===== src/inc/ctt_pkg.sv =====
// Constants, field layout and code tables of the commutation tuning register.
package ctt_pkg;

  // --------------------------------------------------------------------------
  // Register placement
  // --------------------------------------------------------------------------
  localparam logic [7:0]  REG_ADDR  = 8'h8A;
  localparam logic [31:0] REG_RESET = 32'h1400_0000;

  // --------------------------------------------------------------------------
  // Field positions (low bit of each field)
  // --------------------------------------------------------------------------
  localparam int PARITY_POS       = 31;
  localparam int DEMAG_CNT_POS    = 29;
  localparam int DEMAG_UPPER_POS  = 27;
  localparam int DEMAG_LOWER_POS  = 25;
  localparam int SMP_DOWN_POS     = 23;
  localparam int SMP_UP_POS       = 21;
  localparam int DUTY_DOWN_POS    = 19;
  localparam int DUTY_UP_POS      = 17;
  localparam int FALL_THR_POS     = 11;
  localparam int RISE_THR_POS     = 5;

  // --------------------------------------------------------------------------
  // Code tables, voltages in millivolts, duty in percent
  // --------------------------------------------------------------------------
  localparam logic [2:0]  DEMAG_CNT_TBL   [4] = '{3'h2, 3'h3, 3'h4, 3'h5};
  localparam logic [7:0]  DEMAG_UPPER_TBL [4] = '{8'h5A, 8'h78, 8'h96, 8'hB4};
  localparam logic [7:0]  DEMAG_LOWER_TBL [4] = '{8'h1E, 8'h3C, 8'h5A, 8'h78};
  localparam logic [7:0]  SMP_DOWN_TBL    [4] = '{8'h03, 8'h04, 8'h06, 8'h08};
  localparam logic [7:0]  SMP_UP_TBL      [4] = '{8'h04, 8'h06, 8'h08, 8'h0A};
  localparam logic [6:0]  DUTY_TBL        [4] = '{7'h0C, 7'h0F, 7'h12, 7'h14};

  // --------------------------------------------------------------------------
  // Integration threshold scale
  // --------------------------------------------------------------------------
  localparam logic [5:0]  THR_KNEE1 = 6'h20;
  localparam logic [5:0]  THR_KNEE2 = 6'h30;
  localparam logic [5:0]  THR_KNEE3 = 6'h38;
  localparam logic [11:0] THR_STEP1 = 12'h019;
  localparam logic [11:0] THR_STEP2 = 12'h032;
  localparam logic [11:0] THR_STEP3 = 12'h064;
  localparam logic [11:0] THR_STEP4 = 12'h0C8;
  localparam logic [11:0] THR_BASE2 = 12'h320;
  localparam logic [11:0] THR_BASE3 = 12'h640;
  localparam logic [11:0] THR_BASE4 = 12'h960;

  typedef enum logic [0:0] {
    CTT_INTEG = 1'b0,
    CTT_ZC    = 1'b1
  } ctt_method_t;

endpackage


===== src/rtl/ctt_top.sv =====
// Commutation tuning register with method selection and demagnetization check.
`timescale 1ns/1ps
module ctt_top
  import ctt_pkg::*;
(
  input  wire logic        ref_clk,
  input  wire logic        sys_rst,
  input  wire logic [7:0]  reg_addr,
  input  wire logic        reg_wr,
  input  wire logic [31:0] reg_wdata,
  input  wire logic        reg_rd,
  output logic      [31:0] reg_rdata,
  output logic             reg_rvalid,
  input  wire logic        nv_load,
  input  wire logic [31:0] nv_word,
  output logic             parity_err,
  input  wire logic        speed_valid,
  input  wire logic [7:0]  samples_per_30deg,
  input  wire logic [6:0]  duty_pct,
  output logic             zc_mode,
  input  wire logic        demag_start,
  input  wire logic        phase_valid,
  input  wire logic [15:0] phase_mv,
  input  wire logic [15:0] motor_supply_mv,
  output logic             demag_done,
  output logic [11:0]      falling_phase_integ_thr,
  output logic [11:0]      rising_phase_integ_thr
);
  import ctt_pkg::*;

  // --------------------------------------------------------------------------
  // Register and field decode
  // --------------------------------------------------------------------------
  logic [31:0] cfg;
  logic [31:0] next_cfg;
  logic [31:0] next_rdata;
  logic        next_rvalid;
  logic        next_parity_err;
  logic [1:0]  demag_sample_count;
  logic [1:0]  demag_upper_bound;
  logic [1:0]  demag_lower_bound;
  logic [1:0]  samples_switch_down_thr;
  logic [1:0]  samples_switch_up_thr;
  logic [1:0]  duty_switch_down_thr;
  logic [1:0]  duty_switch_up_thr;
  logic [11:0] fall_val;
  logic [11:0] rise_val;

  assign demag_sample_count      = cfg[DEMAG_CNT_POS   +: 2];
  assign demag_upper_bound       = cfg[DEMAG_UPPER_POS +: 2];
  assign demag_lower_bound       = cfg[DEMAG_LOWER_POS +: 2];
  assign samples_switch_down_thr = cfg[SMP_DOWN_POS    +: 2];
  assign samples_switch_up_thr   = cfg[SMP_UP_POS      +: 2];
  assign duty_switch_down_thr    = cfg[DUTY_DOWN_POS   +: 2];
  assign duty_switch_up_thr      = cfg[DUTY_UP_POS     +: 2];

  ctt_thr_decode u_fall (
    .code  (cfg[FALL_THR_POS +: 6]),
    .value (fall_val)
  );

  ctt_thr_decode u_rise (
    .code  (cfg[RISE_THR_POS +: 6]),
    .value (rise_val)
  );

  // --------------------------------------------------------------------------
  // Register access
  // --------------------------------------------------------------------------
  always_comb begin
    next_cfg        = cfg;
    next_rdata      = reg_rdata;
    next_rvalid     = 1'b0;
    next_parity_err = parity_err;
    if (reg_wr && reg_addr == REG_ADDR) begin
      next_cfg = reg_wdata;
    end
    if (nv_load) begin
      next_cfg        = nv_word;
      next_parity_err = ^nv_word;
    end
    // Reads of any other address return zero so stray polls are harmless.
    if (reg_rd) begin
      next_rvalid = 1'b1;
      next_rdata  = (reg_addr == REG_ADDR) ? cfg : 32'h0000_0000;
    end
  end

  always_ff @(posedge ref_clk) begin
    if (sys_rst) begin
      cfg        <= REG_RESET;
      reg_rdata  <= 32'h0000_0000;
      reg_rvalid <= 1'b0;
      parity_err <= 1'b0;
    end else begin
      cfg        <= next_cfg;
      reg_rdata  <= next_rdata;
      reg_rvalid <= next_rvalid;
      parity_err <= next_parity_err;
    end
  end

  // --------------------------------------------------------------------------
  // Commutation method selection
  // --------------------------------------------------------------------------
  ctt_method_t method;
  ctt_method_t next_method;
  logic        next_zc_mode;
  logic        smp_low;
  logic        smp_high;
  logic        duty_low;
  logic        duty_high;

  always_comb begin
    smp_low     = samples_per_30deg < SMP_DOWN_TBL[samples_switch_down_thr];
    smp_high    = samples_per_30deg > SMP_UP_TBL[samples_switch_up_thr];
    duty_low    = duty_pct < DUTY_TBL[duty_switch_down_thr];
    duty_high   = duty_pct > DUTY_TBL[duty_switch_up_thr];
    next_method = method;
    if (speed_valid) begin
      unique case (method)
        CTT_INTEG: begin
          if (smp_low || duty_low) begin
            next_method = CTT_ZC;
          end
        end
        CTT_ZC: begin
          // Both conditions are needed so a marginal input cannot chatter.
          if (smp_high && duty_high) begin
            next_method = CTT_INTEG;
          end
        end
      endcase
    end
    next_zc_mode = (next_method == CTT_ZC);
  end

  always_ff @(posedge ref_clk) begin
    if (sys_rst) begin
      method  <= CTT_ZC;
      zc_mode <= 1'b1;
    end else begin
      method  <= next_method;
      zc_mode <= next_zc_mode;
    end
  end

  // --------------------------------------------------------------------------
  // Dynamic demagnetization check
  // --------------------------------------------------------------------------
  logic        demag_busy;
  logic        next_demag_busy;
  logic [2:0]  demag_hits;
  logic [2:0]  next_demag_hits;
  logic        next_demag_done;
  logic        in_window;
  logic [15:0] upper_mv;

  always_comb begin
    upper_mv  = motor_supply_mv - {8'h00, DEMAG_UPPER_TBL[demag_upper_bound]};
    in_window = (phase_mv > {8'h00, DEMAG_LOWER_TBL[demag_lower_bound]}) &&
                (phase_mv < upper_mv);
    next_demag_busy = demag_busy;
    next_demag_hits = demag_hits;
    next_demag_done = 1'b0;
    // A start while a check runs restarts the count from zero.
    if (demag_start) begin
      next_demag_busy = 1'b1;
      next_demag_hits = 3'h0;
    end else if (demag_busy && phase_valid) begin
      if (!in_window) begin
        next_demag_hits = 3'h0;
      end else if (demag_hits + 3'h1 >= DEMAG_CNT_TBL[demag_sample_count]) begin
        next_demag_done = 1'b1;
        next_demag_busy = 1'b0;
        next_demag_hits = 3'h0;
      end else begin
        next_demag_hits = demag_hits + 3'h1;
      end
    end
  end

  always_ff @(posedge ref_clk) begin
    if (sys_rst) begin
      demag_busy <= 1'b0;
      demag_hits <= 3'h0;
      demag_done <= 1'b0;
    end else begin
      demag_busy <= next_demag_busy;
      demag_hits <= next_demag_hits;
      demag_done <= next_demag_done;
    end
  end

  // --------------------------------------------------------------------------
  // Decoded integration thresholds
  // --------------------------------------------------------------------------
  // Registered so the commutation engine sees a value one cycle behind the
  // register, never a decode glitch from a word that is still changing.
  always_ff @(posedge ref_clk) begin
    if (sys_rst) begin
      falling_phase_integ_thr <= 12'h000;
      rising_phase_integ_thr  <= 12'h000;
    end else begin
      falling_phase_integ_thr <= fall_val;
      rising_phase_integ_thr  <= rise_val;
    end
  end

endmodule


===== src/rtl/ctt_thr_decode.sv =====
// Six-bit integration threshold code to threshold value.
`timescale 1ns/1ps
module ctt_thr_decode
  import ctt_pkg::*;
(
  input  wire logic [5:0]  code,
  output logic      [11:0] value
);

  logic [11:0] code_w;

  assign code_w = {6'h00, code};

  always_comb begin
    if (code <= THR_KNEE1) begin
      value = 12'(code_w * THR_STEP1);
    end else if (code <= THR_KNEE2) begin
      value = 12'(THR_BASE2 + (code_w - {6'h00, THR_KNEE1}) * THR_STEP2);
    end else if (code <= THR_KNEE3) begin
      value = 12'(THR_BASE3 + (code_w - {6'h00, THR_KNEE2}) * THR_STEP3);
    end else begin
      value = 12'(THR_BASE4 + (code_w - {6'h00, THR_KNEE3}) * THR_STEP4);
    end
  end

endmodule


===== config.mk =====
export PLATFORM = sky130hd
export DESIGN_NAME = ctt_top
export DESIGN_NICKNAME = d
export VERILOG_FILES = /design/src/inc/ctt_pkg.sv /design/src/rtl/ctt_top.sv /design/src/rtl/ctt_thr_decode.sv
export SDC_FILE = /design/constraint.sdc
export NUM_CORES = 1
export LEC_CHECK = 0
export BUFFER_PORTS_ARGS = -buffer_cell sky130_fd_sc_hd__buf_2
export CORE_UTILIZATION = 25
export DETAILED_ROUTE_END_ITERATION = 16
export SLEW_MARGIN = 15
export SYNTH_ARGS = -nofsm -noshare
export SYNTH_HDL_FRONTEND = slang
export SYNTH_SLANG_ARGS = --single-unit
export TNS_END_PERCENT = 30

===== constraint.sdc =====
create_clock -name ref_clk -period 6 [get_ports ref_clk]
set_input_delay 0.3 -clock ref_clk [delete_from_list [all_inputs] [get_ports ref_clk]]
set_output_delay 0.3 -clock ref_clk [all_outputs]
set_load 0.05 [all_outputs]

==> metrics.cfg, run 1 <==
[logic_synthesis]
yosysWarningCount=0
ys_seq_area_frac=0.195
syn_inst=1154
syn-num-nets=1484
synthTopCellsByArea=ha_1 22%, dfxtp_1 20%, xnor2_1 8.4%
synth-edff-count=0
synthFlopType=dfxtp_1
synthArstFlopShare=0
syn_avg_cell_area_sq_um=8.52
synth_top_area_frac=0.223
synthesis.area_sq_mm=0.00983
synthDistinctLibCells=65
synth_top_area_cell=ha_1
synth_seq_cells=96

[timing]
fmax_mhz=219
fin_skew_ps=12.5
slew_headroom=0.327
slew_viol_final=0
worst-slew-pin-transition_ps=1000
fin_tns_setup_ps=0
hold_violations=0
layout_min_cycle_time_ps=4560
setup_violations=0
rsz0062_at_grt=false
period_share=0.760

[worst_setup_path]
cp-start-kind=flop
cp_max_fo=15
crit_required_ps=6260
crit_chain=inv_1 > ha_1 > xnor2_1 > ha_1 > inv_1 > fa_1 > inv_1 > ha_1 > or4_1 > a211o_1 > a21boi_2 > xnor2_1 > mux2i_1 > a2111oi_2
crit_type=reg2reg
slowest_delay_ps=770
slowest_stage=dfxtp_1
crit_arrival_ps=4820
crit_path_end_kind=flop

[floorplanning]
ioPinCount=187
core_sq_mm=0.0387
die_w_microns=200
fp.dieArea_sq_mm=0.0401
fp.dieH_microns=200
placementRows=72
initial_core_util=0.254

[finish]
final_nets=1646
syn_to_final_growth_pct=18.0
drive_gt1_frac=0.172
mostFrequentLayoutCells=185 x buf_2, 175 x ha_1, 141 x inv_1
layout_commonest_cell=buf_2
instances_no_fill=1840

[place]
port_buffers=186
dpl.cell_count=1823
place_congestion=0.877
place_hpwl_microns=22200

[flow_run]
drv_cap=0

[cts]
cts_buffers=9
post_cts.repair.setup_buffers=0
cts.sinks=96
cts_tree=done
h-tree-depth=3
clock_tree.root_cell=clkbuf_16
clk_pin_slew_ps=80
clk_path_buf_depth=2
cts_hold_buf=0
cts.repair.resized=0
clock_latency_ps=370

[global_route]
overflow=0
grt_pass1_vias=8614
antenna_found_initial=2
grt_pass1_wl_microns=44400
track_usage=0.138
grt_start_max_net_pins=66

[hold_path]
hp-class=in2reg

[power]
power_density_mw_per_mm2=257
leakage_uw=0.00551
ir_drop_uv=166

[drt]
drt_iter0_drc=304
viasPerCell=4.61
drc=0
dr.pass1.iters=5
via_count=8490
postRouteAntennaNets=0
wl_per_cell_microns=15.0
routed_wl_microns=27500

[outcome]
outcome=complete, no violations

## worst max-delay path: cells and delay by family, from the launching register on
kind,cells,cell delay [ps]
adder cells (fa/ha/maj),4,1580
AO/OA/AOI/OAI,3,850
flip-flops,1,770
AND/OR/NAND/NOR,1,510
buffers and inverters,3,370
XOR/XNOR,2,270
multiplexers,1,100
## logic make-up after synthesis
group | count (synthesis) | synth area share
AOI/OAI and AO/OA | 243 | 0.166
xor gates and xnor gates | 125 | 0.113
adders and majority gates | 203 | 0.280
buffers and inverters | 184 | 0.0733
DFF | 96 | 0.195
muxes | 38 | 0.0391
and+or+nand+nor | 265 | 0.133
## final timing paths
| check | depth (start not counted) | slack, ps | end | startpoint |
|---|---|---|---|---|
| max reg2reg | 14 | 1440 | rising_phase_integ_thr[11] | cfg[10] |
| min | 3 | 230 | demag_busy | demag_start |
| min reg2reg | 2 | 470 | reg_rdata[2] | reg_rdata[2] |
| max | 14 | 1440 | rising_phase_integ_thr[11] | cfg[10] |
## sequential cells by signal, summed over array words and instances, names as in the netlist
name / count
falling_phase_integ_thr: 12
rising_phase_integ_thr: 12
cfg: 32
method: 1
demag_hits: 3
demag_busy: 1
reg_rdata: 32
reg_rvalid: 1
demag_done: 1
parity_err: 1
## final cells by class
cell class	count	area, sq um
flip-flops and latches	96	1920
clock buffers	9	225
well taps	518	648
fillers	4198	27100
inverters	141	529
repair buffers	194	993
diodes	1	2.50
clock inverters	7	87.6
multi-input cells	874	7200
## per-stage QoR
step                utilization  hold WS (ps)  total power [uW]  instance area (sq um)  setup WS (ps)
CTS                       0.300           205              3010                  11600           1430
floorplan                     -           453              1980                   9830           1870
detailed placement        0.291           455              2350                  11300           1460
finish                    0.300           230              2980                  11600           1440
global route              0.300           238              3210                  11600           1100
global placement          0.291           451              2320                  11300           1600
## cells in the mapped netlist (16+ instances only)
| master | count |
|---|---|
| ha_1 | 175 |
| inv_1 | 141 |
| dfxtp_1 | 96 |
| xnor2_1 | 94 |
| a21oi_1 | 81 |
| nor2_1 | 77 |
| a211oi_1 | 56 |
| nand2_1 | 46 |
| nand3_1 | 46 |
| nand2b_1 | 40 |
| mux2i_1 | 35 |
| xor2_1 | 30 |
| fa_1 | 28 |
| clkbuf_1 | 26 |
| o21ai_0 | 22 |
| a21o_1 | 16 |
## per-layer routing
| metal | global-route usage | part of all wire | up-vias |
|---|---|---|---|
| met1 | 0.174 | 0.46 | 3973 |
| met5 | 0 | 0.00062 | - |
| li1 | - | - | 4282 |
| met3 | 0.0293 | 0.050 | 35 |
| met4 | 0.0363 | 0.018 | 2 |
| met2 | 0.236 | 0.47 | 198 |
## where the power goes
group,switching (uW),internal (uW)
Clock,307,334
Sequential,37.7,681
Combinational,924,694
Power figures use the tool's default switching activity.
==> inputs of run 2 (changes only) <==
==> constraint.sdc (replaced) <==
create_clock -name ref_clk -period 3.72 [get_ports ref_clk]
set_input_delay 0.186 -clock ref_clk [delete_from_list [all_inputs] [get_ports ref_clk]]
set_output_delay 0.186 -clock ref_clk [all_outputs]
set_load 0.05 [all_outputs]
==> metrics.cfg, run 2 (synthesized netlist as in run 1, its figures left out) <==
[finish]
drive_gt1_frac=0.220  ; was 0.172
final_nets=1682  ; was 1646
reg_top3=cfg x32, reg_rdata x32  ; unchanged
layout_commonest_cell=buf_2  ; unchanged
mostFrequentLayoutCells=185 x buf_2, 166 x ha_1, 136 x inv_1  ; was 185 x buf_2, 175 x ha_1, 141 x inv_1
syn_to_final_growth_pct=22.3  ; was 18.0%
antenna_cells=0  ; was 1
postLayoutCoreUtil=0.310  ; was 0.300

[hold_path]
holdCritStartpoint=speed_valid  ; was demag_start
hp-class=in2reg  ; unchanged

[floorplanning]
fp.dieArea_sq_mm=0.0401  ; unchanged
placementRows=72  ; unchanged
fp.dieH_microns=200  ; unchanged
core_sq_mm=0.0387  ; unchanged
ioPinCount=187  ; unchanged
initial_core_util=0.254  ; unchanged
die_w_microns=200  ; unchanged

[cts]
cts_tree=done  ; unchanged
clock_tree.root_cell=clkbuf_16  ; unchanged
cts.sinks=96  ; unchanged
clk_pin_slew_ps=80  ; about the same
clock_latency_ps=370  ; about the same
h-tree-depth=3  ; unchanged
clk_path_buf_depth=2  ; unchanged
cts_buffers=9  ; unchanged

[drt]
via_count=8580  ; was 8490
postRouteAntennaNets=0  ; unchanged
routed_wl_microns=28300  ; was 27500 microns
wl_per_cell_microns=15.1  ; was 15.0 microns
drc=0  ; unchanged
viasPerCell=4.58  ; was 4.61
dr.pass1.iters=6  ; was 5
drt_iter0_drc=296  ; was 304

[global_route]
grt_pass1_vias=8599  ; was 8614
overflow=0  ; unchanged
track_usage=0.142  ; was 0.138
grt_start_max_net_pins=57  ; was 66
antenna_found_initial=0  ; was 2
grt_pass1_wl_microns=45400  ; was 44400 microns

[timing]
slew_headroom=0.356  ; was 0.327
setup_violations=0  ; unchanged
fin_skew_ps=6.63  ; was 12.5 ps
period_share=0.953  ; was 0.760
layout_min_cycle_time_ps=3540  ; was 4560 ps
worst-slew-pin-transition_ps=959  ; was 1000 ps
fmax_mhz=282  ; was 219 MHz
hold_violations=0  ; unchanged
slew_viol_final=0  ; unchanged
whs_ps=113  ; was 230 ps

[outcome]
outcome=complete, no violations  ; unchanged

[power]
power_density_mw_per_mm2=406  ; was 257 mW/mm^2
fin_total_pwr_uw=4880  ; was 2980 uW
leakage_uw=0.00569  ; was 0.00551 uW
ir_drop_uv=216  ; was 166 uV

[place]
port_buffers=186  ; unchanged
place_congestion=0.863  ; was 0.877
place_hpwl_microns=22900  ; was 22200 microns

[worst_setup_path]
crit_type=reg2reg  ; unchanged
cp-start-kind=flop  ; unchanged
crit_arrival_ps=3810  ; was 4820 ps
cp_max_fo=8  ; was 15
startpoint=cfg[7]  ; was cfg[10]
r2r_start=cfg[7]  ; was cfg[10]
crit_path_end_kind=flop  ; unchanged
crit_required_ps=3980  ; was 6260 ps

[flow_run]
drv_cap=0  ; unchanged

run 2: cell types whose count changed in the layout (fill, tap and decap cells not counted), sizes merged:
cell,change
clkinv,-1
bufinv,-1
clkinvlp,+1
buf,+36
clkbuf,+1
diode,-1
run 2: critical path, cell delays in order (launching register included):
cell	delay, ps
dfxtp_1	320
buf_4	160
ha_1	240
ha_4	280
inv_1	60
fa_1	500
inv_1	50
ha_1	280
a211oi_2	430
nor4_4	90
a2111oi_4	340
a21oi_1	90
xnor2_1	200
nor2_1	70
a2111oi_2	340
run 2: stage by stage:
step           worst slack (ps)  instances  setup TNS, ps  cell area, sq um
2_1_floorplan              4.81       1154              0              9850
3_3_place_gp                126       1857              0             11600
3_5_place_dp               50.3       1857              0             11600
4_1_cts                    14.2       1873              0             11900
5_1_grt                   -4.41       1875          -8.65             12000
6_report                    175       1875              0             12000
run 2: cell type report:
cell class	instances	area (sq um)
inverter	141	529
tap	518	648
sequential	96	1940
clock buffer	10	239
timing repair buffer	230	1260
fill	4080	26700
multi-input combinational	874	7350
clock inverter	6	61.3
run 2: routing by layer:
| layer | GRT usage | part of all wire | up-vias |
|---|---|---|---|
| met5 | 0 | 0 | - |
| met4 | 0.0341 | 0.015 | 0 |
| met3 | 0.0340 | 0.052 | 27 |
| met2 | 0.235 | 0.46 | 201 |
| met1 | 0.184 | 0.47 | 4001 |
| li1 | - | - | 4351 |
run 2: path summary, 6_finish.rpt:
check        slack [ps]  cells after the start                          to
min reg2reg         460                      2               reg_rdata[28]
min                 110                      3                      method
max                 180                     14  rising_phase_integ_thr[11]
max reg2reg         180                     14  rising_phase_integ_thr[11]
run 2: where the power goes:
group          total (uW)  switching (uW)  internal, uW  leakage [uW]
Clock                 969             480           489      0.000144
Sequential           1140            37.5          1100      0.000790
Combinational        2770            1560          1220       0.00476
Total                4880            2070          2810       0.00569
run 2: what timing repair did:
| action | CTS | global route |
|---|---|---|
| endpoints found under the setup margin | 0 | 10 |
| hold endpoints to repair | 0 | 0 |
| hold buffers | 0 | 0 |
| setup buffers | 0 | 2 |
| resized for setup | 0 | 32 |
==> inputs of run 3 (changes only) <==
--- a/config.mk
+++ b/config.mk
@@ -6,8 +6,11 @@
 export NUM_CORES = 1
 export LEC_CHECK = 0
 export BUFFER_PORTS_ARGS = -buffer_cell sky130_fd_sc_hd__buf_2
-export CORE_UTILIZATION = 25
+export CORE_MARGIN = 2
+export CORE_UTILIZATION = 50
 export DETAILED_ROUTE_END_ITERATION = 16
+export PLACE_DENSITY = 0.76
+export REMOVE_ABC_BUFFERS = 1
 export SLEW_MARGIN = 15
 export SYNTH_ARGS = -nofsm -noshare
 export SYNTH_HDL_FRONTEND = slang
==> metrics.cfg, run 3 (synthesized netlist as in run 1, its figures left out) <==
[timing]
layout_min_cycle_time_ps=3580  ; was 3540 ps
hold_violations=0  ; unchanged
rsz0062_at_grt=true
slew_headroom=0.264  ; was 0.356
whs_ps=107  ; was 113 ps
setup_slack_ps=143  ; was 175 ps
fin_skew_ps=10.3  ; was 6.63 ps
slew_viol_final=0  ; unchanged
period_share=0.961  ; was 0.953
fmax_mhz=280  ; was 282 MHz
worst-slew-pin-transition_ps=1100  ; was 959 ps
setup_violations=0  ; unchanged

[finish]
instances_no_fill=1627  ; was 1875
fillCellCount=1701  ; was 4080
seqCellArea_sq_mm=0.00192  ; was 0.00194 sq mm
syn_to_final_growth_pct=19.0  ; was 22.3%
reg_top3=cfg x32, reg_rdata x32  ; unchanged
multi_input_area_sq_mm=0.00729  ; was 0.00735 sq mm
final_nets=1686  ; was 1682
mostFrequentLayoutCells=185 x buf_2, 170 x ha_1, 140 x inv_1  ; was 185 x buf_2, 166 x ha_1, 136 x inv_1
drive_gt1_frac=0.209  ; was 0.220
layout_commonest_cell=buf_2  ; unchanged

[cts]
cts_buffers=9  ; unchanged
cts.sinks=96  ; unchanged
cts_tree=done  ; unchanged
clk_path_buf_depth=2  ; unchanged
clock_tree.root_cell=clkbuf_16  ; unchanged
clk_pin_slew_ps=80  ; about the same
h-tree-depth=3  ; unchanged
cts_hold_buf=0  ; unchanged
clock_latency_ps=370  ; about the same

[power]
leakage_uw=0.00572  ; was 0.00569 uW
power_density_mw_per_mm2=421  ; was 406 mW/mm^2
ir_drop_uv=231  ; was 216 uV
fin_total_pwr_uw=4930  ; was 4880 uW

[drt]
dr.pass1.iters=5  ; was 6
via_count=8600  ; was 8580
postRouteAntennaNets=0  ; unchanged
viasPerCell=5.29  ; was 4.58
wl_per_cell_microns=15.7  ; was 15.1 microns
routed_wl_microns=25600  ; was 28300 microns
drc=0  ; unchanged
drt_iter0_drc=531  ; was 296

[worst_setup_path]
crit_required_ps=3980  ; about the same
cp_max_fo=9  ; was 8
cp-start-kind=flop  ; unchanged
crit_arrival_ps=3840  ; was 3810 ps
crit_path_end_kind=flop  ; unchanged
crit_type=reg2reg  ; unchanged

[global_route]
track_usage=0.250  ; was 0.142
overflow=0  ; unchanged
antenna_found_initial=4  ; was 0
grt_pass1_vias=8144  ; was 8599
grt_start_max_net_pins=66  ; was 57
grt_pass1_wl_microns=40700  ; was 45400 microns

[floorplanning]
placementRows=51  ; was 72
die_w_microns=144  ; was 200 microns
fp.dieArea_sq_mm=0.0208  ; was 0.0401 sq mm
fp.dieH_microns=144  ; was 200 microns
ioPinCount=187  ; unchanged
core_sq_mm=0.0194  ; was 0.0387 sq mm
initial_core_util=0.507  ; was 0.254

[hold_path]
hp-class=in2reg  ; unchanged

[outcome]
outcome=complete, no violations  ; unchanged

[flow_run]
drv_cap=0  ; unchanged

[place]
dpl.cell_count=1609  ; was 1857
place_congestion=0.933  ; was 0.863
dpl_worst_slack_ps=57.8  ; was 50.3 ps
place_hpwl_microns=20700  ; was 22900 microns
port_buffers=186  ; unchanged

run 3: cell count changes in the layout (fill, tap and decap cells not counted), moves of 3 or more:
cell,delta
dfxtp_1,+5
ha_1,+4
ha_4,-4
inv_1,+4
inv_2,-4
a211oi_1,+3
a211oi_2,-3
a21oi_1,+3
a21oi_2,-3
buf_4,+3
dfxtp_2,-3
run 3: metrics by stage:
step	TNS, ps	instance area, sq um	utilization
final	0	11700	0.603
after global routing	-82.3	11700	0.603
after CTS	0	11600	0.598
after detailed placement	0	11300	0.581
after global placement	0	11300	0.581
after floorplan	-451	9640	-
run 3: routing by layer:
metal / vias to the layer above / GRT usage / share of wire
met1: 3958 / 0.337 / 0.45
li1: 4362 / - / -
met5: - / 0 / 0.0011
met4: 4 / 0.0470 / 0.0092
met3: 22 / 0.0573 / 0.070
met2: 254 / 0.415 / 0.47
run 3: worst max-delay path: stages, from the launching register on:
cell       delay (ps)
dfxtp_1           310
buf_4             170
ha_1              310
inv_1              80
ha_1              310
inv_1              60
fa_1              480
inv_1              40
ha_2              320
nor2_1            190
a211oi_1           90
or4_1             410
nand3_1           120
xnor2_1           160
nor2_1             80
a2111oi_2         330
run 3: final timing paths:
path,start,cells after the start,endpoint,slack [ps]
worst max-delay path,cfg[9],15,rising_phase_integ_thr[11],140
worst min-delay path,demag_start,4,demag_done,110
worst max register to register,cfg[9],15,rising_phase_integ_thr[11],140
worst min register to register,reg_rdata[14],2,reg_rdata[14],470
run 3: cell type report:
class	count	area share
multi-input combinational	874	0.623
antenna	1	0.000214
timing repair buffer	234	0.112
tap	265	0.0283
clock buffer	9	0.0192
inverter	141	0.0452
clock inverter	7	0.00834
sequential	96	0.164
run 3: report_power, final:
part	switching (uW)	internal, uW	total (uW)	leakage [uW]
clock network	486	546	1030	0.000159
logic	1530	1230	2760	0.00478
registers	35.9	1100	1140	0.000788
total	2060	2870	4930	0.00572
run 3: timing repair:
action,4_1_cts,5_1_grt
buffers inserted,0,1
setup endpoints to repair,0,10
resized for setup,0,19
